**config.mk**
```make
export PLATFORM = sky130hd
export DESIGN_NAME = cki_carkit_irq
export DESIGN_NICKNAME = d
export VERILOG_FILES = /design/src/design/cki_pkg.sv /design/src/design/cki_edge.sv /design/src/design/cki_meas.sv /design/src/design/cki_carkit_irq.sv
export SDC_FILE = /design/constraint.sdc
export NUM_CORES = 1
export LEC_CHECK = 0
export BUFFER_PORTS_ARGS = -buffer_cell sky130_fd_sc_hd__buf_2
export CAP_MARGIN = 20
export CORE_ASPECT_RATIO = 0.8
export CORE_MARGIN = 4
export CORE_UTILIZATION = 50
export CTS_CLUSTER_DIAMETER = 60
export CTS_CLUSTER_SIZE = 24
export DETAILED_ROUTE_END_ITERATION = 8
export GPL_TIMING_DRIVEN = 1
export MAX_ROUTING_LAYER = met4
export PLACE_DENSITY = 0.75
export SLEW_MARGIN = 0
export SYNTH_ARGS = -nofsm -noshare
export SYNTH_HDL_FRONTEND = slang
export SYNTH_HIERARCHICAL = 1
export SYNTH_SLANG_ARGS = --single-unit
```
**constraint.sdc**
```tcl
create_clock -name ref_clk -period 3.5 [get_ports ref_clk]
set_input_delay 0.525 -clock ref_clk [delete_from_list [all_inputs] [get_ports ref_clk]]
set_output_delay 0.525 -clock ref_clk [all_outputs]
set_load 0.1 [all_outputs]
```
**src/design/cki_pkg.sv**
```systemverilog
/*
  Package for the carkit event logic: register offsets, field positions,
  reset values, timing counts and the packed carrier types.
  Assumes a 10 MHz register clock.
*/
package cki_pkg;

  localparam logic [5:0] CKI_ENA_WR = 6'h1d;
  localparam logic [5:0] CKI_ENA_SET = 6'h1e;
  localparam logic [5:0] CKI_ENA_CLR = 6'h1f;
  localparam logic [5:0] CKI_STATE = 6'h20;
  localparam logic [5:0] CKI_CAPTURE = 6'h21;
  localparam logic [5:0] CKI_RID_WR = 6'h36;
  localparam logic [5:0] CKI_RID_SET = 6'h37;
  localparam logic [5:0] CKI_RID_CLR = 6'h38;
  localparam logic [5:0] CKI_IRQ_STAT = 6'h3c;
  localparam logic [5:0] CKI_IRQ_MASK = 6'h3d;

  // Writable bits of each register
  localparam logic [7:0] CKI_ENA_MASK = 8'h23;
  localparam logic [7:0] CKI_RID_MASK = 8'h70;
  localparam logic [7:0] CKI_IRQ_BITS = 8'h03;

  localparam int CKI_B_RISE = 0;
  localparam int CKI_B_FALL = 1;
  localparam int CKI_B_RIDEN = 5;
  localparam int CKI_S_OPEN = 0;
  localparam int CKI_S_CODE = 3;
  localparam int CKI_S_DONE = 6;
  localparam int CKI_L_OPEN = 0;
  localparam int CKI_L_RID = 3;
  localparam int CKI_V_DONE = 3;
  localparam int CKI_V_TRIG = 4;
  localparam int CKI_V_RSVD = 5;
  localparam int CKI_V_IEN = 6;

  localparam logic [7:0] CKI_RST8 = 8'h00;
  localparam logic [2:0] CKI_CODE_RST = 3'h0;

  localparam int CKI_CLK_KHZ = 10000;
  localparam int CKI_MEAS_US = 282;
  // Least time: round up
  localparam int CKI_MEAS_CYC = (CKI_MEAS_US * CKI_CLK_KHZ + 999) / 1000;
  localparam logic [11:0] CKI_MEAS_LAST = 12'(CKI_MEAS_CYC - 1);

  typedef struct packed {
    logic [5:0] addr;
    logic [7:0] wdata;
    logic wr;
    logic rd;
  } cki_bus_t;

  typedef enum {CKI_IDLE, CKI_MEAS} cki_meas_st_t;

endpackage

```
**src/design/cki_edge.sv**
```systemverilog
/*
  Rise and fall detector for one level input.
  Assumes the input is synchronous to ref_clk.
*/
`timescale 1ns/1ps
module cki_edge (
  // Clock and reset
  input wire logic ref_clk,
  input wire logic nrst,
  // Level in, edges out
  input wire logic level,
  output logic rise,
  output logic fall
);
  logic prev;

  always_ff @(posedge ref_clk) begin
    if (!nrst) begin
      prev <= 1'b0;
    end else begin
      prev <= level;
    end
  end

  assign rise = level & ~prev;
  assign fall = ~level & prev;
endmodule

```
**src/design/cki_meas.sv**
```systemverilog
/*
  Measurement timer: runs the fixed conversion time after a start and
  captures the converter code at its end.
  Assumes the code input is stable when the time runs out.
*/
`timescale 1ns/1ps
module cki_meas
  import cki_pkg::*;
(
  // Clock and reset
  input wire logic ref_clk,
  input wire logic nrst,
  // Control
  input wire logic start,
  input wire logic [2:0] code_in,
  output logic busy,
  output logic finish,
  output logic [2:0] code
);
  cki_meas_st_t state;
  logic [11:0] cnt;
  wire at_end = (state == CKI_MEAS) && (cnt == CKI_MEAS_LAST);

  always_ff @(posedge ref_clk) begin
    if (!nrst) begin
      state <= CKI_IDLE;
      cnt <= 12'h000;
      code <= CKI_CODE_RST;
    end else begin
      case (state)
        CKI_IDLE: begin
          cnt <= 12'h000;
          if (start) begin
            state <= CKI_MEAS;
          end
        end
        CKI_MEAS: begin
          cnt <= cnt + 12'h001;
          if (at_end) begin
            state <= CKI_IDLE;
            code <= code_in;
          end
        end
        default: state <= CKI_IDLE;
      endcase
    end
  end

  assign busy = (state == CKI_MEAS);
  assign finish = at_end;
endmodule

```
**src/design/cki_carkit_irq.sv**
```systemverilog
/*
  Carkit event logic: enable register with write/set/clear aliases,
  live state byte, read-to-clear capture byte, vendor resistor register,
  and the alternate interrupt to the receive command path.
  Assumes a single-cycle register port, read data one cycle later, and
  an ID floating level synchronous to ref_clk.
*/
// Chosen here: the address-and-strobe port.
`timescale 1ns/1ps
module cki_carkit_irq
  import cki_pkg::*;
(
  // Clock and reset
  input wire logic ref_clk,
  input wire logic nrst,
  // Register port
  input wire logic [5:0] reg_addr,
  input wire logic [7:0] reg_wdata,
  input wire logic reg_wr,
  input wire logic reg_rd,
  output logic [7:0] reg_rdata,
  // Analog side
  input wire logic id_open,
  input wire logic [2:0] rid_code_in,
  output logic meas_active,
  // Receive command and interrupt
  output logic alt_int,
  output logic irq
);
  cki_bus_t bus;
  logic [7:0] ena;
  logic [7:0] capture;
  logic [7:0] rid_ctl;
  logic done;
  logic [7:0] irq_stat;
  logic [7:0] irq_mask;
  logic open_rise, open_fall;
  logic done_rise;
  logic meas_busy, meas_finish;
  logic [2:0] rid_code;

  assign bus = '{addr: reg_addr, wdata: reg_wdata, wr: reg_wr, rd: reg_rd};

  // Address decode
  wire wr_ena = bus.wr && bus.addr == CKI_ENA_WR;
  wire set_ena = bus.wr && bus.addr == CKI_ENA_SET;
  wire clr_ena = bus.wr && bus.addr == CKI_ENA_CLR;
  wire wr_rid = bus.wr && bus.addr == CKI_RID_WR;
  wire set_rid = bus.wr && bus.addr == CKI_RID_SET;
  wire clr_rid = bus.wr && bus.addr == CKI_RID_CLR;
  wire wr_istat = bus.wr && bus.addr == CKI_IRQ_STAT;
  wire wr_imask = bus.wr && bus.addr == CKI_IRQ_MASK;
  wire rd_capture = bus.rd && bus.addr == CKI_CAPTURE;
  wire rd_rid = bus.rd &&
    (bus.addr == CKI_RID_WR || bus.addr == CKI_RID_SET ||
     bus.addr == CKI_RID_CLR);

  wire [7:0] wmask = bus.wdata & CKI_ENA_MASK;
  wire [7:0] next_ena = wr_ena ? wmask :
    set_ena ? (ena | wmask) :
    clr_ena ? (ena & ~wmask) : ena;

  wire [7:0] rmask = bus.wdata & CKI_RID_MASK;
  wire [7:0] rid_sw = wr_rid ? rmask :
    set_rid ? (rid_ctl | rmask) :
    clr_rid ? (rid_ctl & ~rmask) : rid_ctl;
  // Trigger rises only from a write or set with bit 4 high
  wire start_req = (wr_rid | set_rid) & rmask[CKI_V_TRIG];
  // Self-clear at the end beats a same-cycle software write
  wire [7:0] next_rid_ctl = meas_finish ?
    (rid_sw & ~(8'h01 << CKI_V_TRIG)) : rid_sw;

  // Effective resistor-done enable
  wire rid_en = ena[CKI_B_RIDEN] | rid_ctl[CKI_V_IEN];

  wire ev_open = (open_rise & ena[CKI_B_RISE]) |
    (open_fall & ena[CKI_B_FALL]);
  wire ev_rid = done_rise & rid_en;

  // Finish sets, and a same-cycle vendor read must not lose it
  wire next_done = meas_finish | (done & ~rd_rid);

  wire [7:0] cap_set = ({7'h00, ev_open} << CKI_L_OPEN) |
    ({7'h00, ev_rid} << CKI_L_RID);
  // Set wins over the clear-on-read
  wire [7:0] next_capture = cap_set | (rd_capture ? CKI_RST8 : capture);

  wire [7:0] ev_vec = {6'h00, ev_rid, ev_open};
  wire [7:0] next_irq_stat = (ev_vec | (irq_stat &
    ~(wr_istat ? bus.wdata : CKI_RST8))) & CKI_IRQ_BITS;

  wire [7:0] state_byte = ({7'h00, id_open} << CKI_S_OPEN) |
    ({5'h00, rid_code} << CKI_S_CODE) |
    ({7'h00, done} << CKI_S_DONE);
  wire [7:0] rid_byte = (rid_ctl & CKI_RID_MASK) |
    {4'h0, done, rid_code};

  logic [7:0] next_rdata;
  always_comb begin
    case (bus.addr)
      CKI_ENA_WR, CKI_ENA_SET, CKI_ENA_CLR: next_rdata = ena;
      CKI_STATE: next_rdata = state_byte;
      CKI_CAPTURE: next_rdata = capture;
      CKI_RID_WR, CKI_RID_SET, CKI_RID_CLR: next_rdata = rid_byte;
      CKI_IRQ_STAT: next_rdata = irq_stat;
      CKI_IRQ_MASK: next_rdata = irq_mask;
      default: next_rdata = CKI_RST8;
    endcase
  end

  cki_edge u_open_edge (
    .ref_clk(ref_clk),
    .nrst(nrst),
    .level(id_open),
    .rise(open_rise),
    .fall(open_fall)
  );

  cki_edge u_done_edge (
    .ref_clk(ref_clk),
    .nrst(nrst),
    .level(done),
    .rise(done_rise),
    .fall()
  );

  cki_meas u_meas (
    .ref_clk(ref_clk),
    .nrst(nrst),
    .start(start_req),
    .code_in(rid_code_in),
    .busy(meas_busy),
    .finish(meas_finish),
    .code(rid_code)
  );

  always_ff @(posedge ref_clk) begin
    if (!nrst) begin
      ena <= CKI_RST8;
      capture <= CKI_RST8;
      rid_ctl <= CKI_RST8;
      done <= 1'b0;
      irq_stat <= CKI_RST8;
      irq_mask <= CKI_RST8;
      reg_rdata <= CKI_RST8;
    end else begin
      ena <= next_ena;
      capture <= next_capture;
      rid_ctl <= next_rid_ctl;
      done <= next_done;
      irq_stat <= next_irq_stat;
      if (wr_imask) begin
        irq_mask <= bus.wdata & CKI_IRQ_BITS;
      end
      reg_rdata <= bus.rd ? next_rdata : CKI_RST8;
    end
  end

  // Pending capture is shown in every receive command byte
  assign alt_int = |capture;
  assign irq = |(irq_stat & irq_mask);
  assign meas_active = meas_busy;
endmodule

```
# Yosys cells after proc, flatten, opt, wreduce, memory -nomap -nowiden
# Cells that the tools add are included.
[word_totals] reg_bits=86 latchBits=0 ramBits=0 rom_bits=0 out_inout_bits=11 mem_count=0
[classes] add_sub_neg=1 n_mul=0 div=0 n_lt_le_gt_ge=0 eq_ne=15 shifts=0 muxes=13 bitwise=32 reduce_logical=27
[op_table] cell="2-to-1 mux 32 bit" count=2
[op_table] cell="one-hot mux 32 bit (2 select lines)" count=1
[op_table] cell="2-to-1 mux 8 bit" count=6
[op_table] cell="one-hot mux 8 bit (6 select lines)" count=1
[op_table] cell="== test 6 bit, second input constant" count=7
[op_table] cell="== test 32 x 1 -> 1 bit, second input constant" count=1
[op_table] cell="== test 32 x 2 -> 1 bit, second input constant" count=1
[op_table] cell="logical NOT 32 bit" count=1
[op_table] cell="one-hot mux 12 bit (2 select lines)" count=1
[op_table] cell="== test 6 x 5 -> 1 bit, second input constant" count=3
[op_table] cell="AND 8 bit" count=2
[op_table] cell="OR reduction 8 bit" count=2
[op_table] cell="adder 12 x 1 -> 12 bit, second input constant" count=1
[op_table] cell="== test 12 bit, second input constant" count=1
[op_table] cell="logical AND 1 bit" count=11
[op_table] cell="AND 1 bit" count=8
[op_table] cell="inverter 6 -> 8 bit" count=1
[op_table] cell="inverter 7 -> 8 bit" count=1
[op_table] cell="OR 4 x 8 -> 8 bit" count=1
[op_table] cell="OR 8 x 6 -> 8 bit" count=1
[op_table] cell="OR 8 x 7 -> 8 bit" count=1
[op_table] cell="OR 6 x 7 -> 7 bit" count=1
[op_table] cell="OR 7 x 4 -> 7 bit" count=1
[op_table] cell="2-to-1 mux 6 bit" count=1
[op_table] cell="other kinds (15)" count=31

# Logic depth before layout (Yosys ltp)
# Gate-level depths: netlist (run 1).
[logic_depth] depth_word=7 mapped_depth=6

# Modules after synthesis
# The synthesis (run 1) kept the hierarchy.
[modules_own_cells] module="cki_carkit_irq" n_inst=1 cells_per_inst=117 area_per_inst_um2=1051.0 seq_area_each_um2=400.4
[modules_own_cells] module="cki_meas" n_inst=1 cells_per_inst=77 area_per_inst_um2=691.9 seq_area_each_um2=320.3
[modules_own_cells] module="cki_edge" n_inst=2 cells_per_inst=4 area_per_inst_um2=38.8 seq_area_each_um2=20.0

# Least setup slack after synthesis (run 1)
# Ideal clock, no wire load.
[synth_path] path_type="reg-to-reg" start="register u_meas.state[0]" end="register (tool-made name)" setup_ns=0.117 arrival_ns=2.075 required_ns=3.383 slack_ns=1.308 stages_incl_launch_ff=6 path_buffers=0 synth_period_minus_slack_ns=2.192 cell_sequence="dfxtp_1 > nand4_1 > nor3_4 > inv_1 > and3_1 > a32o_1"
[synth_rtl] element="from (decl)" line_no="cki_meas.sv:20" rtl="cki_meas_st_t state;"
[synth_rtl] element="from (signal assigned)" line_no="cki_meas.sv:26" rtl="state <= CKI_IDLE;"
[synth_rtl] element="from (signal assigned)" line_no="cki_meas.sv:34" rtl="state <= CKI_MEAS;"
[synth_rtl] element="from (signal assigned)" line_no="cki_meas.sv:40" rtl="state <= CKI_IDLE;"

==> results of run 1 <==
==> power by group through the flow <==
stage | logic (mW) | clock network (mW) | registers [mW]
after floorplan | 0.0378 | 0 | 0.446
after global placement | 0.0582 | 0 | 0.446
after detailed placement | 0.0588 | 0 | 0.446
after CTS | 0.0591 | 0.368 | 0.436
after global routing | 0.0649 | 0.386 | 0.436
final | 0.0596 | 0.359 | 0.436
==> per-layer routing <==
metal / up-vias / track usage [%] / share of wire [%]
li1: 805 / - / -
met1: 718 / 28.3 / 53
met2: 45 / 22.0 / 40
met3: 4 / 5.63 / 6.4
met4: 0 / 4.24 / 0.59
met5: - / - / 0
==> cell type report <==
type	count	share of cell area, %
clock inverter	3	1.93
timing repair buffer	28	6.75
tap	42	2.53
sequential	38	36.6
clock buffer	5	3.32
inverter	7	1.27
multi-input combinational	148	47.6
==> how the worst max path moves through the flow <==
stage	start	end	slack (ns)	depth (start not counted)
after floorplan	u_meas/state[0]	register	1.31	5
after global placement	reg_addr[0]	register	1.50	5
after detailed placement	reg_addr[0]	register	1.50	5
after CTS	u_meas/cnt[2]	register	1.62	5
after global routing	u_meas/cnt[0]	register	1.54	6
final	u_meas/cnt[2]	register	1.61	5
==> worst register-to-register path: stages (launching register included) <==
cell and delay, ns:
dfxtp_1 0.36, or4b_4 0.54, nor3_4 0.34, inv_1 0.14, and3_1 0.19, a32o_1 0.21
==> per-stage QoR <==
step                      hold slack, ns  instance area (um^2)  instances
after floorplan                    0.427                  1810        201
after global placement             0.460                  1970        263
after detailed placement           0.463                  1970        263
after CTS                          0.458                  2080        271
after global routing               0.473                  2080        271
final                              0.465                  2080        271
==> key figures, run 1 <==
Route
  – Routed Antenna Nets: 0
  – Pre-antenna DRT Iters: 4
  – Via count: 1572
  – WL/cell: 14.4 um
  – DR DRC count: 0
  – Drt first-iter violations: 132
  – DR vias/cell: just under 6
  – Total wire length: 3.90 mm

Clocking
  – Worst skew pair latency: 0.28 ns
  – CTS Root Cell: clkbuf_8
  – CTS tree: built
  – Cts hold-fix bufs: 0
  – Clk slew on worst S/H paths: 0.07 ns
  – Resized Gates After CTS: 0
  – Clock buffer depth: 2
  – Clock sinks: 38
  – Num CTS Buffers: 5
  – Post-CTS Repair Setup Buffers: 0
  – H-tree lvl count: 2

Place
  – GP Congestion: 0.868
  – DP Worst Slack: 1.50 ns
  – Post-DP HPWL: about 2.9 mm
  – PortBufs: 28

STA
  – Fin crit share: 53.9%
  – Final Slew Violations: 0
  – Unrepaired setup endpoints after global routing: no
  – Final hold vios: 0
  – Worst slew pin tran: roughly 0.52 ns
  – Skew final: roughly 0.0029 ns
  – Final setup viols: 0
  – Setup_tns: 0 ns
  – Tmin final: 1.89 ns
  – Final WS setup: 1.61 ns
  – Slew margin rel.: 65.2%
  – Fmax: 0.530 GHz

Yosys
  – Syn Inst Count: 201
  – Cell area after synthesis: 1810 um^2
  – Mean Syn Cell Area: roughly 9 um^2
  – Yosys warns: 6
  – Synthesized Nets: between 200 and 250

Pwr
  – Clock power frac: 42.0%
  – Psw: between 0.15 and 0.2 mW
  – Flop pwr share: 51.0%
  – Leakage: 0.750 nW
  – Sw frac: between 20 and 25%
  – Logic pwr share: 7.0%
  – P per Cell Area: 412 nW/um^2
  – Int Pwr: 0.663 mW
  – Pwr Total: 0.854 mW
  – Max IR drop VDD: 275 uV

Finish
  – Area Overhead vs Synth: 14.4%
  – Final net count: around 250
  – Fillers: 322
  – Register area: 761 um^2
  – Most frequent cells in the layout: 38 x dfxtp_1, 28 x buf_2, 18 x nand2_1, 13 x a21oi_1, 12 x o21ai_0
  – Most common cell after layout, fill and taps aside: dfxtp_1
  – Final Util: ~60%
  – Area of the multi-input gates: 987 um^2
  – Antenna cells: 0
  – Share of cells above drive strength 1: between 20 and 25%

Global routing
  – Grt ovf: 0
  – Global-route total usage across every layer: 18.2%
  – First-pass GRT wire length: 6.19 mm
  – Vias in the first global route: roughly 1300
  – Pin count of the biggest net entering global routing: 25
  – Initial antenna violation count: 0

Floorplanning
  – Die X: 75.3 um
  – I/O pins: 33
  – Num rows: 19
  – Chip height: 61.9 um
  – Core ar.: 3470 um^2
  – Initial Utilization: 52.3%
  – Die area: 4660 um^2

Critical path
  – Req. time, crit path: 3.68 ns
  – CP Capture Type: register
  – Delay-heaviest family, CP: simple AND/OR/NAND/NOR gates
  – Crit Path Class: reg2reg
  – Worst Path Max Fanout: 6
  – Ordered cell list for the critical path: or4b_4 > nor3_4 > inv_1 > and3_1 > a32o_1
  – Slowest-stage cell, CP: or4b_4
  – Delay of the slowest critical-path stage: around 0.54 ns
  – Critical R2R Launch: u_meas/cnt[2]
  – CP arrival: 2.07 ns
  – R2R setup slack: 1.61 ns
  – CP Buf/Inv Count: 1
  – CP Launch Type: register
  – Reg2Reg Depth: 5

Hold path
  – Min-delay src: reg_wdata[6]
  – Hold crit path type: in2reg
  – Hold Path Depth: 2

Outcome
  – Status: finished clean

Run
  – Max Cap Viol: 0
Note: power is estimated with default switching activity, not from simulation.
==> inputs of run 2 (changes only) <==
- clock period: 3.5 -> 1.83 ns (I/O delays scaled with it)
==> run 2 against run 1 <==
- cell area increased by 2.5%
- setup slack got worse by 1.4 ns
- die area did not move
- sequential share of layout area shrank 0.83 points
- largest power group unchanged
- critical path type unchanged
- largest cell class unchanged
==> key figures, run 2 (synthesis results as in run 1) <==
Outcome
  – Status: finished clean

Global routing
  – Grt ovf: 0
  – First-pass GRT wire length: approximately 6.6 mm
  – Pin count of the biggest net entering global routing: 25
  – Vias in the first global route: 1369
  – Initial antenna violation count: 0
  – Global-route total usage across every layer: 19.9%

Floorplanning
  – Num rows: 19
  – Die X: 75.3 um
  – Die area: 4660 um^2
  – Core ar.: 3470 um^2
  – Chip height: 61.9 um
  – I/O pins: 33
  – Initial Utilization: between 50% and 60%

Finish
  – Final Util: around three fifths
  – Antenna cells: 0
  – Finished Layout Cells: 280
  – Final net count: between 200 and 300
  – Share of cells above drive strength 1: 25.2%
  – Most common cell after layout, fill and taps aside: dfxtp_1
  – Area Overhead vs Synth: 17.2%
  – Most frequent cells in the layout: 37 x dfxtp_1, 28 x buf_2, 18 x nand2_1, 13 x a21oi_1, 12 x o21ai_0

Pwr
  – P per Cell Area: about 730 nW/um^2
  – Leakage: 0.785 nW
  – Logic pwr share: 8.0%
  – Psw: 0.375 mW
  – Pwr Total: 1.55 mW
  – Clock power frac: a little under two fifths
  – Int Pwr: 1.18 mW
  – Flop pwr share: between 50% and 60%
  – Sw frac: between 20% and 30%
  – Max IR drop VDD: 454 uV

Run
  – Max Cap Viol: 0

Place
  – Post-DP HPWL: 3.03 mm
  – Cells after DPL: 272
  – PortBufs: 28
  – GP Congestion: about 0.82
  – DP Worst Slack: 0.174 ns

Clocking
  – Post-CTS Repair Setup Buffers: 0
  – H-tree lvl count: 2
  – Clk slew on worst S/H paths: roughly 0.07 ns
  – CTS Root Cell: clkbuf_8
  – Clock sinks: 38
  – Cts hold-fix bufs: 0
  – Clock buffer depth: 2
  – CTS tree: built
  – Num CTS Buffers: 5
  – Resized Gates After CTS: 0
  – Worst skew pair latency: 0.29 ns

STA
  – Skew final: between 0.002 and 0.0025 ns
  – Unrepaired setup endpoints after global routing: no
  – Final setup viols: 0
  – Fmax: around 0.6 GHz
  – Final Slew Violations: 0
  – Fin crit share: 90.9%
  – Final WS setup: about 0.17 ns
  – Setup_tns: 0 ns
  – Final hold vios: 0
  – Tmin final: roughly 1.7 ns

Route
  – Total wire length: roughly 4.1 mm
  – Via count: 1673
  – DR DRC count: 0
  – Drt first-iter violations: approximately 170
  – Routed Antenna Nets: 0
  – WL/cell: around 15 um
  – Pre-antenna DRT Iters: 4
  – DR vias/cell: 5.98

Hold path
  – Hold crit path type: in2reg
  – Hold Path Depth: 2

Critical path
  – CP Buf/Inv Count: 1
  – Delay of the slowest critical-path stage: between 0.5 and 0.6 ns
  – Worst Path Max Fanout: 5
  – CP Capture Type: register
  – CP arrival: between 1.5 and 2 ns
  – Req. time, crit path: 2.02 ns
  – Crit Path Class: reg2reg
  – Ordered cell list for the critical path: or4b_4 > nor3_4 > inv_1 > and3_1 > a32o_1
  – Reg2Reg Depth: 5
  – Delay-heaviest family, CP: simple AND/OR/NAND/NOR gates
  – CP Launch Type: register
  – Crit path depth: 5
  – Slowest-stage cell, CP: or4b_4
## run 2: per-layer routing
| metal | global-route usage [%] | routed length [um] | up-vias |
|---|---|---|---|
| met1 | 29.5 | 2110 | 790 |
| met4 | 5.99 | 50 | 0 |
| li1 | - | - | 829 |
| met2 | 25.1 | 1660 | 49 |
| met5 | - | 0 | - |
| met3 | 6.27 | 323 | 5 |
## run 2: power by group through the flow
stage / clock network [mW] / registers [mW] / logic [mW]
final: 0.595 / 0.834 / 0.125
after global routing: 0.644 / 0.834 / 0.135
after CTS: 0.606 / 0.833 / 0.123
after detailed placement: 0 / 0.853 / 0.122
after global placement: 0 / 0.852 / 0.120
after floorplan: 0 / 0.853 / 0.0723
## run 2: through the flow
stage / cell area (um^2) / hold slack, ns
after detailed placement: 2040 / 0.463
after floorplan: 1820 / 0.376
after CTS: 2130 / 0.202
after global placement: 2040 / 0.457
after global routing: 2130 / 0.204
final: 2130 / 0.207
## run 2: worst reg2reg max path, delay by kind of cell (launching register included)
kind | cells | cell delay (ns)
buffers and inverters | 1 | 0.10
AOI/OAI and AO/OA | 1 | 0.20
DFF | 1 | 0.36
and+or+nand+nor | 3 | 0.90
## run 2: worst paths after layout
path	start	slack (ns)	endpoint
setup / recovery	u_meas/cnt[2]	0.17	register
setup reg to reg	u_meas/cnt[2]	0.17	register
hold reg to reg	u_meas/code[2]	0.48	reg_rdata[2]
hold / removal	reg_wdata[6]	0.21	register
## run 2: final cells by class
type / count / area, um^2
multi-input combinational: 148 / 987
clock buffer: 7 / 86.3
tap: 42 / 52.6
sequential: 38 / 762
clock inverter: 1 / 5.00
inverter: 7 / 26.3
fill: 332 / 1340
timing repair buffer: 37 / 208
